[src/verilog/return_logic_pkg.sv]
// Package with opcode patterns, field positions, phase and reset constants.
package return_logic_pkg;
  localparam logic [11:0] RETURN_PATTERN = 12'h001;
  localparam logic [2:0] RETURN_FILL = 3'h0;
  localparam logic [7:0] LITERAL_RETURN_PATTERN = 8'h0c;
  localparam logic [5:0] ROTATE_PATTERN = 6'h0d;
  localparam int FAST_BIT = 0;
  localparam int DEST_BIT = 9;
  localparam int RETURN_CYCLES = 2;
  localparam logic [1:0] PHASE_LAST = 2'h3;
  localparam logic [7:0] BYTE_RESET = 8'h00;
  localparam int FLAG_C = 0;
  localparam int FLAG_Z = 2;
  localparam int FLAG_N = 4;
  typedef enum logic [1:0] {exec_type_fetch, exec_type_second} dummy_unused_type;
  typedef enum {st_execute, st_flush} exec_state_type;
endpackage : return_logic_pkg

[src/verilog/subroutine_return_logic.sv]
// Return, return-with-literal and rotate-left-through-carry execution for the core.
//
// Function
// RULE_01 - Return pops stack into program counter over two cycles, second cycle idle.
// RULE_02 - Fast bit set restores working, status and bank select from shadows.
// RULE_03 - Fast bit clear leaves working, status and bank select untouched.
// RULE_04 - Return keeps upper and high latches; flags change only on shadow restore.
// RULE_05 - Return opcode is leading pattern 0000 0000 0001 with fast bit at bit 0.
// RULE_06 - Return-with-literal loads working with literal and pops stack, two cycles.
// RULE_07 - Rotate left through carry writes working or file, updates carry, negative, zero.
`timescale 1ns/100ps
module subroutine_return_logic
  import return_logic_pkg::*;
#(
  parameter int PC_WIDTH = 21
) (
  input wire logic sys_clk_in,
  input wire logic rst_in,
  input wire logic [15:0] opcode_in,
  input wire logic opcode_valid_in,
  input wire logic [PC_WIDTH-1:0] stack_top_value_in,
  input wire logic [7:0] shadow_working_reg_in,
  input wire logic [7:0] shadow_flags_reg_in,
  input wire logic [7:0] shadow_bank_select_in,
  input wire logic [7:0] file_data_in,
  input wire logic [7:0] pc_upper_latch_in,
  input wire logic [7:0] pc_high_latch_in,
  output logic [PC_WIDTH-1:0] pc_out,
  output logic pc_load_out,
  output logic stack_pop_out,
  output logic [7:0] working_out,
  output logic [7:0] flags_out,
  output logic [7:0] bank_select_reg_out,
  output logic [7:0] file_write_data_out,
  output logic file_write_out,
  output logic [7:0] pc_upper_latch_out,
  output logic [7:0] pc_high_latch_out,
  output logic flush_out
);

  // The program counter width must fit the popped stack value and stay within a word.
  if (PC_WIDTH < 1 || PC_WIDTH > 32) begin : g_width_check
    $error("PC_WIDTH out of range");
  end

  exec_state_type state;
  exec_state_type next_state;

  // Instruction decode; nothing is taken in the idle second cycle of a return.
  wire logic in_execute = (state == st_execute);
  wire logic take = opcode_valid_in && in_execute;
  wire logic return_head = (opcode_in[15:4] == RETURN_PATTERN); // RULE_05
  wire logic return_fill = (opcode_in[3:1] == RETURN_FILL); // RULE_05
  wire logic is_return = take && return_head && return_fill; // RULE_05
  wire logic fast = opcode_in[FAST_BIT];
  wire logic literal_head = (opcode_in[15:8] == LITERAL_RETURN_PATTERN);
  wire logic is_literal_return = take && literal_head; // RULE_06
  wire logic rotate_head = (opcode_in[15:10] == ROTATE_PATTERN);
  wire logic is_rotate = take && rotate_head; // RULE_07
  wire logic is_pop = is_return || is_literal_return; // RULE_01
  wire logic to_file = opcode_in[DEST_BIT];
  wire logic restore = is_return && fast; // RULE_02

  // Rotate left through carry, one bit at a time.
  logic [7:0] rot_value;
  for (genvar i = 0; i < 8; i++) begin : g_rotate
    if (i == 0) begin : g_carry_in
      assign rot_value[i] = flags_out[FLAG_C]; // RULE_07
    end else begin : g_shift
      assign rot_value[i] = file_data_in[i-1]; // RULE_07
    end
  end

  wire logic rot_zero = (rot_value == BYTE_RESET);

  logic [7:0] rot_flags;
  always_comb begin
    rot_flags = flags_out;
    rot_flags[FLAG_C] = file_data_in[7]; // RULE_07
    rot_flags[FLAG_N] = rot_value[7]; // RULE_07
    rot_flags[FLAG_Z] = rot_zero; // RULE_07
  end

  // Next values of the core registers.
  wire logic rotate_to_working = is_rotate && !to_file;
  wire logic rotate_to_file = is_rotate && to_file;
  wire logic [7:0] next_working = restore ? shadow_working_reg_in // RULE_02
    : is_literal_return ? opcode_in[7:0] // RULE_06
    : rotate_to_working ? rot_value : working_out; // RULE_03
  wire logic [7:0] next_flags = restore ? shadow_flags_reg_in // RULE_02
    : is_rotate ? rot_flags : flags_out; // RULE_04
  wire logic [7:0] next_bank = restore ? shadow_bank_select_in // RULE_02
    : bank_select_reg_out; // RULE_03
  wire logic [PC_WIDTH-1:0] next_pc = is_pop ? stack_top_value_in : pc_out; // RULE_01
  wire logic [7:0] next_file_data = rotate_to_file ? rot_value : file_write_data_out;

  always_comb begin
    next_state = state;
    unique case (state)
      st_execute: begin
        if (is_pop) begin
          next_state = st_flush; // RULE_01
        end
      end
      st_flush: begin
        next_state = st_execute;
      end
    endcase
  end

  always_ff @(posedge sys_clk_in or posedge rst_in) begin
    if (rst_in) begin
      state <= st_execute;
    end else begin
      state <= next_state;
    end
  end

  always_ff @(posedge sys_clk_in or posedge rst_in) begin
    if (rst_in) begin
      pc_out <= '0;
    end else begin
      pc_out <= next_pc; // RULE_01
    end
  end

  always_ff @(posedge sys_clk_in or posedge rst_in) begin
    if (rst_in) begin
      pc_load_out <= 1'b0;
    end else begin
      pc_load_out <= is_pop; // RULE_01
    end
  end

  always_ff @(posedge sys_clk_in or posedge rst_in) begin
    if (rst_in) begin
      stack_pop_out <= 1'b0;
    end else begin
      stack_pop_out <= is_pop; // RULE_01
    end
  end

  always_ff @(posedge sys_clk_in or posedge rst_in) begin
    if (rst_in) begin
      flush_out <= 1'b0;
    end else begin
      flush_out <= is_pop; // RULE_01
    end
  end

  always_ff @(posedge sys_clk_in or posedge rst_in) begin
    if (rst_in) begin
      working_out <= BYTE_RESET;
    end else begin
      working_out <= next_working;
    end
  end

  always_ff @(posedge sys_clk_in or posedge rst_in) begin
    if (rst_in) begin
      flags_out <= BYTE_RESET;
    end else begin
      flags_out <= next_flags;
    end
  end

  always_ff @(posedge sys_clk_in or posedge rst_in) begin
    if (rst_in) begin
      bank_select_reg_out <= BYTE_RESET;
    end else begin
      bank_select_reg_out <= next_bank;
    end
  end

  always_ff @(posedge sys_clk_in or posedge rst_in) begin
    if (rst_in) begin
      file_write_data_out <= BYTE_RESET;
    end else begin
      file_write_data_out <= next_file_data; // RULE_07
    end
  end

  always_ff @(posedge sys_clk_in or posedge rst_in) begin
    if (rst_in) begin
      file_write_out <= 1'b0;
    end else begin
      file_write_out <= rotate_to_file; // RULE_07
    end
  end

  always_ff @(posedge sys_clk_in or posedge rst_in) begin
    if (rst_in) begin
      pc_upper_latch_out <= BYTE_RESET;
    end else begin
      pc_upper_latch_out <= pc_upper_latch_in; // RULE_04
    end
  end

  always_ff @(posedge sys_clk_in or posedge rst_in) begin
    if (rst_in) begin
      pc_high_latch_out <= BYTE_RESET;
    end else begin
      pc_high_latch_out <= pc_high_latch_in; // RULE_04
    end
  end

endmodule : subroutine_return_logic
[config.mk]
export PLATFORM = sky130hd
export DESIGN_NAME = subroutine_return_logic
export DESIGN_NICKNAME = d
export VERILOG_FILES = /design/src/verilog/return_logic_pkg.sv /design/src/verilog/subroutine_return_logic.sv
export SDC_FILE = /design/constraint.sdc
export NUM_CORES = 1
export LEC_CHECK = 0
export BUFFER_PORTS_ARGS = -buffer_cell sky130_fd_sc_hd__buf_2
export CAP_MARGIN = 10
export CORE_MARGIN = 2
export CORE_UTILIZATION = 44
export CTS_CLUSTER_DIAMETER = 30
export DETAILED_ROUTE_END_ITERATION = 8
export PLACE_DENSITY = 0.76
export SLEW_MARGIN = 20
export SYNTH_ARGS = -nofsm -noshare
export SYNTH_HDL_FRONTEND = slang
export SYNTH_SLANG_ARGS = --single-unit
[constraint.sdc]
create_clock -name sys_clk_in -period 2.55 [get_ports sys_clk_in]
set_clock_uncertainty 0.1 [all_clocks]
set_input_delay 0.1275 -clock sys_clk_in [delete_from_list [all_inputs] [get_ports sys_clk_in]]
set_output_delay 0.1275 -clock sys_clk_in [all_outputs]
set_load 0.005 [all_outputs]
### Word level (Yosys, flattened, before mapping)

Cells that the tools add are included.

* register bits: 103
* latch bits: 0
* bits in writable memories: 0
* bits in read-only memories: 0
* word-level logic and storage cells: 39
* memories: 0

* add/subtract/negate cells: 0
* multiply operators: 0
* div/mod/pow operators: 0
* order comparisons: 0
* eq/ne operators: 5
* shifts and indexed selects: 0
* multiplexer cells: 7
* bitwise operators: 0
* reductions and logical operators: 16

Operator list (number)
* zero test 32 bit: 2
* case mux 32 bit (2 select lines): 1
* equality test 32 x 1 -> 1 bit, second input constant: 1
* 2-to-1 mux 32 bit: 1
* 2-to-1 mux 8 bit: 4
* equality test 12 x 1 -> 1 bit, second input constant: 1
* equality test 8 x 4 -> 1 bit, second input constant: 1
* logical AND 1 bit: 8
* zero test 8 bit: 1
* equality test 6 x 4 -> 1 bit, second input constant: 1
* 2-to-1 mux 5 bit: 1
* zero test 3 bit: 1
* nonzero test 3 bit: 1
* != test 2 bit, second input constant: 1
* nonzero test 2 bit: 1
* zero test 1 bit: 1
* logical OR 1 bit: 1

### Logic depth before layout (Yosys ltp)

Gate-level depths: netlist of the first run.

* depth in word-level cells: 7
* depth in mapped cells: 7

### Worst setup path after synthesis of the first run

No wires, ideal clock.

* path kind: reg-to-reg
* from: register state[0]
* to: register file_write_data_out[1]
* library setup time: 125 ps
* arrival time: 1593 ps
* required time: 2325 ps
* setup slack: 733 ps
* stages on the path, launching flop included: 5
* buffers on the path: 0
* period minus slack after synthesis: 1817 ps
* cell sequence: dfrtp_1 -> nand3b_1 -> or3_1 -> nor3_4 -> mux2_2

* longest elaborated chain between the ends: 4

RTL lines
* start: declaration: line subroutine_return_logic.sv:46 `exec_state_type state;`
* start signal: assignment: line subroutine_return_logic.sv:113 `state <= st_execute;`
* start signal: assignment: line subroutine_return_logic.sv:115 `state <= next_state;`
* zero test 32 bit: line subroutine_return_logic.sv:50 `wire logic in_execute = (state == st_execute);`
* logical AND 1 bit: line subroutine_return_logic.sv:51 `wire logic take = opcode_valid_in && in_execute;`
* logical AND 1 bit: line subroutine_return_logic.sv:59 `wire logic is_rotate = take && rotate_head;`
* logical AND 1 bit: line subroutine_return_logic.sv:86 `wire logic rotate_to_file = is_rotate && to_file;`
* net rotate_to_file: line subroutine_return_logic.sv:86
* end signal: assignment: line subroutine_return_logic.sv:179 `file_write_data_out <= next_file_data;`
* end: declaration: line subroutine_return_logic.sv:34 `output logic [7:0] file_write_data_out,`

The timed path passes the listed nets, and every way through them passes these cells.
A chain may end at the register's enable or synchronous reset.

### Worst setup path in the final report of the first run

* from: input opcode_in[8]
* to: register flags_out[0]

* longest elaborated chain between the ends: 5
* elaborated cells between the ends (all ways): 6
* those cells by class: 1 x eq/ne; 1 x mux; 4 x reduce/logical

RTL lines
* start: declaration: line subroutine_return_logic.sv:19 `input wire logic [15:0] opcode_in,`
* equality test 12 x 1 -> 1 bit *: line subroutine_return_logic.sv:52 `wire logic return_head = (opcode_in[15:4] == RETURN_PATTERN);`
* logical AND 1 bit * (2 in a row): line subroutine_return_logic.sv:54 `wire logic is_return = take && return_head && return_fill;`
* logical AND 1 bit *: line subroutine_return_logic.sv:62 `wire logic restore = is_return && fast;`
* 2-to-1 mux 8 bit or nonzero test 2 bit (tied branches)
* end signal: assignment: line subroutine_return_logic.sv:163 `flags_out <= next_flags;`
* end: declaration: line subroutine_return_logic.sv:32 `output logic [7:0] flags_out,`

Every way passes the cells marked *; elsewhere a longest branch is shown, timed or not. The select of a mux whose other input is x is not followed.

==> impl_summary.md, run 1 <==
GRT
The number of antenna violations at the first check in global routing came to 0. Entering global routing, the biggest net connects 44 pins. Across every metal layer, demand over resource in global routing totals 0.257.

The wire length of the first global-routing pass is 14300 um. The via count of the first global-routing pass is 2952. Global routing finished with a remaining overflow of 0.

Synth
Of the total synthesized cell area, the portion taken by AND, OR, NAND and NOR gates is 0.0755. Of the total synthesized cell area, the portion taken by full adders, half adders and majority gates is 0. The post-synthesis net count is 283.

The number of distinct standard cells referenced by the synthesized netlist is 33. Synthesis produced 195 cells. The average instance in the mapped netlist occupies 14.9 um^2. The dominant combinational cell family by area after synthesis is multiplexers. Of the total synthesized cell area, the portion taken by XOR and XNOR cells is 0. The share of synthesized area occupied by flip-flops and latches is 0.621. The summed instance area of the synthesized netlist is 0.00290 mm^2. The share of the synthesized area in compound gates (AO/OA/AOI/OAI) is 0.0815. After synthesis, the share of cell area in mux cells is 0.180. The warning count from the yosys run is 0.

In this run, synthesis produced a sequential element count of 72.

Timing
The number of pins with negative max-slew slack in the final report is 0. Static timing analysis puts the maximum clock frequency at 0.415 GHz. The number of setup violations in the final report is 0. Setup repair after global routing left no endpoint under its margin. Headroom to the max-slew limit came out at 0.566.

For the pin with the worst max-slew slack, the measured transition is 650 ps. Dividing the final minimum period by the clock period gives 0.944. The worst path in the final design needs a cycle of 2410 ps, including I/O delays and setup. The final total negative setup slack is 0 ps. The count of endpoints failing hold in the final timing report came to 0.

Power
The maximum ir drop on the vdd rail is 490 uV. The power density over the cells is 538 mW/mm^2. The static leakage is 2.59 nW. The final total power is 0.00252 W.

Die
161 I/O pins were placed. The die area is 0.00726 mm^2. For this configuration, the core starts out at a cell density of 0.457. The floorplan step set the die width to 85.2 um.

The core outline area is 0.00635 mm^2. The die is 85.2 um tall. In this run the core area contains 29 standard-cell rows.

Placed design
Routability-driven placement finished with a final weighted congestion of 0.937. In this run, placement finished with an instance count of 428. Once detailed placement completed, the half-perimeter wirelength came to 5490 um. Summing all placed instances gives a cell area of 0.00379 mm^2. The count of buffers added on input and output ports is 160.

Detailed routing
The total wire length after detailed routing is 8990 um. The detailed router finished its first iteration with 121 violations. After detailed routing, the number of vias per cell comes to 5.08. The number of remaining DRC errors is 0. The first TritonRoute pass finished after 4 iterations. In this run the remaining antenna-violating nets after routing total 0. The total via count after detailed routing is 2615. The final routed wire length divided by cell count is 17.5 um.

Clock tree
The clock tree from TritonCTS is done. The buffer type at the clock tree root is sky130_fd_sc_hd__clkbuf_8. No sink is reached through more buffers than the 2 on the longest clock path.

The clock latency on the worst-skew pair is 350 ps. The clock edge transition at the registers on the reported setup and hold paths is 80 ps. The count of clock tree sinks is 72. The post-CTS resize count is 0. The deepest level of the CTS H-tree is 3.

Buffers inserted during clock tree synthesis total 9.

Final layout
After routing the design area is 0.00469 mm^2. The net total in the final layout is 521. Registers take 0.00180 mm^2.

Summing all multi-input logic gate instances after layout gives 978 um^2. The number of filler cells placed in the layout is 406. The number of inserted diodes is 0.

The core utilization of the finished layout is 0.739. The area growth from synthesis to layout is 61.8%. The count of cells in the finished layout, fillers not included, comes to 515.

The share of final-layout standard cells stronger than drive strength 1 is 0.521.

Worst setup path
At the worst endpoint, the required time is 2680 ps. The data arrival time of the worst path is 2530 ps. Along the worst path, the maximum fanout reaches 9. The kind of end point of the critical path is a flop. The classification of the worst setup path is in -> reg. The nature of the critical path startpoint is a primary input.

Flow run
The number of max-cap violations is 0.

Outcome
The flow ran to the end, and the final reports show no timing, DRC or antenna violations.

Worst hold path
The class of the most critical hold timing path is in -> reg.
-- sequential cells by signal (all words and copies together), names as in the netlist --
register / count
pc_upper_latch_out: 8
working_out: 8
flush_out: 1
flags_out: 8
file_write_out: 1
pc_high_latch_out: 8
bank_select_reg_out: 8
pc_out: 21
file_write_data_out: 8
state: 1
-- cells in the final DEF, fill, tap and decap left out, drive strengths merged, types with 2 or more instances in the layout --
master,count
clkbuf,10
nand3b,2
clkinv,2
clkinvlp,2
a221oi,5
nor2,3
nor4,4
nor3,4
a211oi,6
a221o,3
mux2,42
or3,2
dlygate4sd3,71
o211a,5
dfrtp,72
and3,4
nand4,3
inv,11
buf,168
mux2i,5
and2,3
o31ai,3
nand3,3
-- cells by family (layout without fill, tap and decap cells) --
kind of cell    count (synthesis)  in the layout
compound gates                 23             23
buf+inv                        22            265
flops                          72             72
mux                            47             47
simple gates                   31             31
-- layout make-up --
cell class                 count  share of cell area
sequential                    72               0.384
timing repair buffer         239               0.338
multi-input combinational    101               0.208
clock buffer                  10              0.0272
tap                           77              0.0205
clock inverter                 6              0.0144
inverter                      10             0.00800
-- critical path: stages --
cell	delay, ps
sky130_fd_sc_hd__dlygate4sd3_1	550
sky130_fd_sc_hd__buf_2	140
sky130_fd_sc_hd__nor3_2	360
sky130_fd_sc_hd__and3_1	220
sky130_fd_sc_hd__buf_4	160
sky130_fd_sc_hd__a21oi_1	120
sky130_fd_sc_hd__a221o_1	300
sky130_fd_sc_hd__dlygate4sd3_1	560
-- synthesized netlist by cell type (all sizes together) --
cell type / instances / area [um^2]
dfrtp: 72 / 1800
mux2: 42 / 473
inv: 10 / 37.5
buf: 9 / 70.1
a211oi: 6 / 57.6
a221oi: 5 / 56.3
mux2i: 5 / 50.1
o211a: 5 / 50.1
and3: 4 / 25.0
nor3: 4 / 41.3
nor4: 4 / 25.0
a221o: 3 / 30.0
and2: 3 / 18.8
clkbuf: 3 / 12.5
nand3: 3 / 15.0
nand4: 3 / 18.8
nor2: 3 / 13.8
o31ai: 3 / 37.5
nand3b: 2 / 15.0
or3: 2 / 12.5
a21oi: 1 / 5.00
and4b: 1 / 10.0
nor4bb: 1 / 10.0
or4b: 1 / 13.8
-- repair_timing --
action                                 4_1_cts  5_1_grt
endpoints found under the hold margin       98        0
buffers inserted                             0        0
setup endpoints to repair                    0        0
hold buffers                                71        0
-- worst paths after layout --
kind / start / end / slack [ps] / depth (start not counted)
setup / recovery: opcode_in[8] / flags_out[0] / 140 / 8
hold / removal: opcode_in[13] / state[0] / 10 / 3
setup reg to reg: state[0] / flags_out[0] / 320 / 6
hold reg to reg: bank_select_reg_out[3] / bank_select_reg_out[3] / 390 / 1
max in group asynchronous: rst_in / pc_out[20] / 1390 / 4
min in group asynchronous: rst_in / pc_high_latch_out[4] / 310 / 3
-- layer usage --
metal | vias up | share of wire | global-route usage | routed length, um
met5 | - | 0 | 0 | 0
met4 | 0 | 0.035 | 0.117 | 313
met3 | 34 | 0.083 | 0.0778 | 744
met2 | 135 | 0.52 | 0.460 | 4670
met1 | 1262 | 0.36 | 0.276 | 3260
li1 | 1184 | - | - | -
-- report_power, final --
| part | internal, W | switching (W) | total (W) | leakage, nW |
|---|---|---|---|---|
| combinational | 0.000218 | 0.000146 | 0.000364 | 1.54 |
| sequential | 0.00121 | 0.0000355 | 0.00124 | 0.953 |
| clock | 0.000456 | 0.000461 | 0.000917 | 0.0929 |
-- per-stage QoR --
step,hold slack [ps],worst slack (ps)
3_3_place_gp,136,638
3_5_place_dp,137,582
5_1_grt,28.2,65.5
2_1_floorplan,58.9,498
6_report,14.6,143
4_1_cts,6.40,198
Power figures use the tool's default switching activity.
==> run 2, diff against run 1 <==
Settings changed: CELL_PAD_IN_SITES_DETAIL_PLACEMENT set to 2, CELL_PAD_IN_SITES_GLOBAL_PLACEMENT set to 2, CORE_UTILIZATION 44 to 27.
==> impl_summary.md, run 2 (synthesis gave the netlist of run 1 again) <==
Detailed routing
The number of detailed-route iterations in the first pass is 4 (unchanged). The number of nets still failing antenna checks after routing came to 0 (unchanged). The number of vias per cell is 4.44 (-13%). The count of routing violations after the opening detailed-route iteration is 67 (-45%). The total via count after detailed routing is 2544 (-2.7%). The total wire length after detailed routing is 10400 um (+16%). The final routed wire length divided by cell count is 18.2 um (+4.2%). The number of remaining DRC errors was 0 (unchanged).

Clock tree
The number of buffers created by CTS was 9 (unchanged). The number of buffers on the longest clock path is 2 (unchanged). The post-CTS setup-driven buffer insertion count is 0 (unchanged). The clock latency on the worst-skew pair is 330 ps (-20 ps). TritonCTS built the clock tree. The clock edge transition at the registers on the reported setup and hold paths came to 80 ps (about the same).

The buffer type at the clock tree root is sky130_fd_sc_hd__clkbuf_8. The count of clock tree sinks is 72 (unchanged). The deepest level of the CTS H-tree came to 3 (unchanged).

Timing
The final critical delay including setup and external delays was 2390 ps (-17.2 ps). Setup repair after global routing left no endpoint under its margin. The tightest slew margin relative to the limit is 0.563 (-0.00271). The count of endpoints failing hold in the final timing report is 0 (unchanged). The maximum operating frequency is 0.418 GHz (+0.72%).

The number of pins with negative max-slew slack in the final report was 0 (unchanged). The transition time of the tightest slew-check pin is 653 ps (+2.91 ps). The final total negative setup slack is 0 ps (unchanged). The number of setup violations in the final report was 0 (unchanged).

The ratio of final minimum period to clock period is 0.937 (-0.00676).

Die
The die boundary height is 108 um (+26%). The count of standard-cell rows is 37 (+28%). The initial core utilization is 0.280 (-0.177). The number of ports placed on the die boundary came to 161 (unchanged). The die span in x is 108 um (+26%).

The core outline area came to 0.0104 mm^2 (+63%). The die area is 0.0116 mm^2 (+60%).

Final layout
The library cells used most frequently in the layout, excluding fill and tap cells, are sky130_fd_sc_hd__buf_2 (160), sky130_fd_sc_hd__dfrtp_1 (72), sky130_fd_sc_hd__dlygate4sd3_1 (71). Counting flops per register, the top entry is pc_out. The net total in the final layout is 520 (-0.19%). The flip-flop count of the largest register after layout is 21 (unchanged). The number of inserted diodes is 0 (unchanged).

The final standard cell count with taps included and fillers excluded is 573 (+11%). Compared with the post-synthesis result, the final layout area differs by 66.0%. The commonest non-fill, non-tap cell in the layout is sky130_fd_sc_hd__buf_2. The share of final-layout standard cells stronger than drive strength 1 is 0.522 (+0.00119).

Placed design
The total half-perimeter wirelength after legalization and detailed placement is 6740 um (+23%). The placed instance count is 486 (+14%). The count of input and output buffers was 160 (unchanged). The final weighted congestion in routability-driven placement is 0.773 (-17%).

GRT
The via count of the first global-routing pass is 3018 (+2.2%). The total grt overflow is 0 (unchanged). The maximum number of pins on one net before global-route repair is 39 (-11%).

The number of antenna violations at the first check in global routing is 0 (unchanged). The wire length of the first global-routing pass was 16200 um (+14%). The overall fraction of global-route tracks in use is 0.186 (-0.0709).

Worst hold path
The startpoint of the tightest hold check path is opcode_in[13]. The class of the most critical hold timing path is in -> reg.

Power
The power density over the cells is 564 mW/mm^2 (+5.0%). The static leakage is 2.61 nW (+0.89%). The maximum ir drop on the vdd rail is 275 uV (-44%).

Worst setup path
The data arrival time of the worst path is 2510 ps (-20 ps). The setup path with the least slack is of type in -> reg. The worst register-to-register path begins at state[0].

The worst setup path is captured at a flop. The maximum fanout along the worst path was 9 (unchanged). The most critical setup path has its startpoint at opcode_in[8]. The required time of the critical path is 2670 ps (about the same). The worst setup path is launched from a primary input.

Flow run
The number of max-cap violations is 0 (unchanged).

Outcome
The flow ran to the end, and the final reports show no timing, DRC or antenna violations.
## run 2: through the flow
stage,setup WS [ps],total power (W),hold WS (ps),util,instance area [um^2]
after floorplan,498,0.00136,58.9,-,2900
after global placement,583,0.00153,110,0.372,3850
after detailed placement,520,0.00154,119,0.372,3850
after CTS,146,0.00274,3.17,0.464,4810
after global routing,59.8,0.00285,28.0,0.464,4820
final,160,0.00272,25.2,0.464,4820
## run 2: final timing paths
kind | cells past startpoint | slack, ps | endpoint
max | 8 | 160 | flags_out[0]
min | 3 | 30 | state[0]
max reg2reg | 6 | 190 | flags_out[0]
min reg2reg | 1 | 400 | bank_select_reg_out[2]
max in group asynchronous | 4 | 1430 | bank_select_reg_out[2]
min in group asynchronous | 3 | 290 | pc_high_latch_out[5]
## run 2: cell type report
class                           count  area [um^2]
Multi-Input combinational cell    101          985
Inverter                           10         38.8
Fill cell                        1084         5550
Clock buffer                        9          124
Clock inverter                      7          120
Timing Repair Buffer              238         1580
Sequential cell                    72         1800
Tap cell                          136          170
## run 2: routing by layer
metal  up-vias  wire (um)  track usage
li1       1182          -            -
met1      1266       3960        0.207
met2        91       5830        0.354
met3         5        591       0.0478
met4         0         39       0.0357
met5         -          0            0
## run 2: power by group
| part | total [W] | leakage, nW | internal [W] | switching, W |
|---|---|---|---|---|
| Sequential | 0.00124 | 0.953 | 0.00121 | 0.0000366 |
| Combinational | 0.000370 | 1.54 | 0.000219 | 0.000152 |
| Clock | 0.00111 | 0.119 | 0.000652 | 0.000453 |
| Total | 0.00272 | 2.61 | 0.00208 | 0.000642 |
## run 2: repair_timing
item	4_1_cts	5_1_grt
hold buffers	71	0
setup endpoints to repair	0	1
resized for setup	0	1
hold endpoints to repair	103	0
## run 2: worst max-delay path: stages
cell	delay, ps
sky130_fd_sc_hd__dlygate4sd3_1	540
sky130_fd_sc_hd__buf_2	150
sky130_fd_sc_hd__nor3_4	300
sky130_fd_sc_hd__and3_1	230
sky130_fd_sc_hd__buf_4	180
sky130_fd_sc_hd__a21oi_1	120
sky130_fd_sc_hd__a221o_1	300
sky130_fd_sc_hd__dlygate4sd3_1	560
==> run 3, diff against run 2 <==
Settings changed: RECOVER_POWER set to 25.
==> impl_summary.md, run 3 (synthesis gave the netlist of run 1 again) <==
Outcome
The flow ran to the end, but the final reports show violations. The final reports fail on max-capacitance violations, max-slew violations.

Detailed routing
The count of routing violations after the opening detailed-route iteration is 67 (unchanged). The wire length on met3 was 591 um (unchanged). The total via count after detailed routing is 2546 (+0.079%). The number of detailed-route iterations in the first pass came to 4 (unchanged). The number of vias per cell is 4.44 (about the same). The number of remaining DRC errors is 0 (unchanged).

The number of nets still failing antenna checks after routing is 0 (unchanged). The met1 wire length is 3970 um (+0.28%). The total wire length after detailed routing came to 10400 um (about the same). The wire length on met2 came to 5830 um (about the same).

The final routed wire length divided by cell count is 18.2 um (about the same). The uppermost layer routed is met4.

Worst setup path
The maximum fanout along the worst path is 9 (unchanged). The capture instance of the worst register-to-register path is flags_out[0]. The register-to-register setup slack is 190 ps (about the same). The data arrival time of the worst path was 2510 ps (about the same). The number of cells traversed by the worst register-to-register path is 6 (unchanged).

The worst setup path is launched from a primary input. The classification of the worst setup path is in -> reg. The worst register-to-register path begins at state[0]. The required time of the critical path was 2670 ps (about the same). The kind of end point of the critical path is a flop. The most critical setup path has its startpoint at opcode_in[8]. The critical path ends at flags_out[0].

GRT
The total grt overflow is 0 (unchanged). The wire length of the first global-routing pass is 16200 um (unchanged). The via count of the first global-routing pass is 3018 (unchanged). The maximum number of pins on one net before global-route repair is 39 (unchanged). The number of antenna violations at the first check in global routing came to 0 (unchanged). The overall fraction of global-route tracks in use is 0.186 (unchanged).

Die
The initial core utilization is 0.280 (unchanged). The core outline area is 0.0104 mm^2 (unchanged). The die boundary height is 108 um (unchanged).

The die span in x came to 108 um (unchanged). The die area is 0.0116 mm^2 (unchanged). The count of standard-cell rows is 37 (unchanged). The number of ports placed on the die boundary is 161 (unchanged).

Final layout
Counting flops per register, the top entry is pc_out. The number of filler cells placed in the layout is 1080 (-0.37%). The share of final-layout standard cells stronger than drive strength 1 came to 0.508 (-0.0137). The net total in the final layout was 520 (unchanged). Leaving out fill and tap cells, the most frequent cell in the layout is sky130_fd_sc_hd__buf_2. The core utilization of the finished layout came to 0.464 (-0.000724). The area growth from synthesis to layout is 65.8%.

The number of inserted diodes is 0 (unchanged). The top cell types in the final layout, fill and taps aside, are sky130_fd_sc_hd__buf_2 (154), sky130_fd_sc_hd__dfrtp_1 (72), sky130_fd_sc_hd__dlygate4sd3_1 (71). The flip-flop count of the largest register after layout is 21 (unchanged).

Timing
The transition time of the tightest slew-check pin is 1550 ps (+896 ps). The count of endpoints failing hold in the final timing report is 0 (unchanged). The ratio of final minimum period to clock period is 0.938 (+0.00105).

The final critical delay including setup and external delays is 2390 ps (+2.67 ps). The number of setup violations in the final report is 0 (unchanged). The number of pins with negative max-slew slack in the final report is 35 (+35). The maximum operating frequency is 0.418 GHz (-0.11%).

The tightest slew margin relative to the limit is -0.0381 (-0.601). The final total negative setup slack is 0 ps (unchanged). Setup repair after global routing left no endpoint under its margin.

Clock tree
The tree is rooted in a sky130_fd_sc_hd__clkbuf_8. The number of buffers created by CTS came to 9 (unchanged). The deepest level of the CTS H-tree is 3 (unchanged).

The count of clock tree sinks is 72 (unchanged). The clock edge transition at the registers on the reported setup and hold paths is 80 ps (about the same). The post-CTS setup-driven buffer insertion count is 0 (unchanged). The number of buffers on the longest clock path is 2 (unchanged). The clock latency on the worst-skew pair is 330 ps (about the same). TritonCTS built the clock tree.

Power
The static leakage is 2.59 nW (-0.78%). The maximum ir drop on the vdd rail was 275 uV (about the same). The final total power is 0.00272 W (about the same). The power density over the cells is 565 mW/mm^2 (+0.11%).

Flow run
The number of max-cap violations is 1 (+1).

Worst hold path
The class of the most critical hold timing path is in -> reg.

Placed design
The count of input and output buffers is 160 (unchanged). The final weighted congestion in routability-driven placement is 0.773 (unchanged). The total half-perimeter wirelength after legalization and detailed placement is 6740 um (unchanged).
run 3: cell count changes in the layout (fill, tap and decap cells not counted), sizes merged:
cell	delta
buf	-6
clkinvlp	+1
clkinv	-1
clkbuf	+6
run 3: how the worst min path moves through the flow:
stage	cells past startpoint	end	start
after floorplan	0	pc_high_latch_out[0]	pc_high_latch_in[0]
after global placement	2	pc_upper_latch_out[5]	rst_in
after detailed placement	2	pc_upper_latch_out[5]	rst_in
after CTS	3	state[0]	opcode_in[12]
after global routing	3	state[0]	opcode_in[13]
final	3	state[0]	opcode_in[13]
run 3: through the flow:
| step | instance area (um^2) | hold slack (ps) | setup WS [ps] | instances |
|---|---|---|---|---|
| 6_report | 4810 | 25.9 | 158 | 573 |
| 3_5_place_dp | 3850 | 119 | 520 | 486 |
| 3_3_place_gp | 3850 | 110 | 583 | 486 |
| 4_1_cts | 4810 | 3.17 | 146 | 573 |
| 5_1_grt | 4810 | 28.0 | 59.8 | 573 |
| 2_1_floorplan | 2900 | 58.9 | 498 | 195 |
run 3: metal layers:
metal | vias to the layer above | track usage
met3 | 5 | 0.0478
met1 | 1267 | 0.207
met5 | - | 0
met4 | 0 | 0.0357
li1 | 1183 | -
met2 | 91 | 0.354
run 3: where the power goes:
part	leakage (nW)	total, W	internal (W)	switching (W)
sequential	0.953	0.00124	0.00121	0.0000368
clock	0.119	0.00110	0.000652	0.000453
combinational	1.52	0.000369	0.000217	0.000152
run 3: repair_timing:
item                                   CTS  global route
setup endpoints to repair                0             1
endpoints found under the hold margin  103             0
hold buffers                            71             0
gates resized for setup                  0             1
run 3: layout make-up:
| type | instances | area [um^2] | area share |
|---|---|---|---|
| Sequential cell | 72 | 1800 | 0.375 |
| Timing Repair Buffer | 238 | 1570 | 0.326 |
| Multi-Input combinational cell | 101 | 985 | 0.205 |
| Tap cell | 136 | 170 | 0.0354 |
| Clock buffer | 9 | 124 | 0.0258 |
| Clock inverter | 7 | 120 | 0.0250 |
| Inverter | 10 | 38.8 | 0.00807 |
run 3: worst max-delay path, stage by stage:
cell	delay [ps]
sky130_fd_sc_hd__dlygate4sd3_1	540
sky130_fd_sc_hd__buf_2	150
sky130_fd_sc_hd__nor3_4	300
sky130_fd_sc_hd__and3_1	230
sky130_fd_sc_hd__buf_4	180
sky130_fd_sc_hd__a21oi_1	120
sky130_fd_sc_hd__a221o_1	300
sky130_fd_sc_hd__dlygate4sd3_1	560
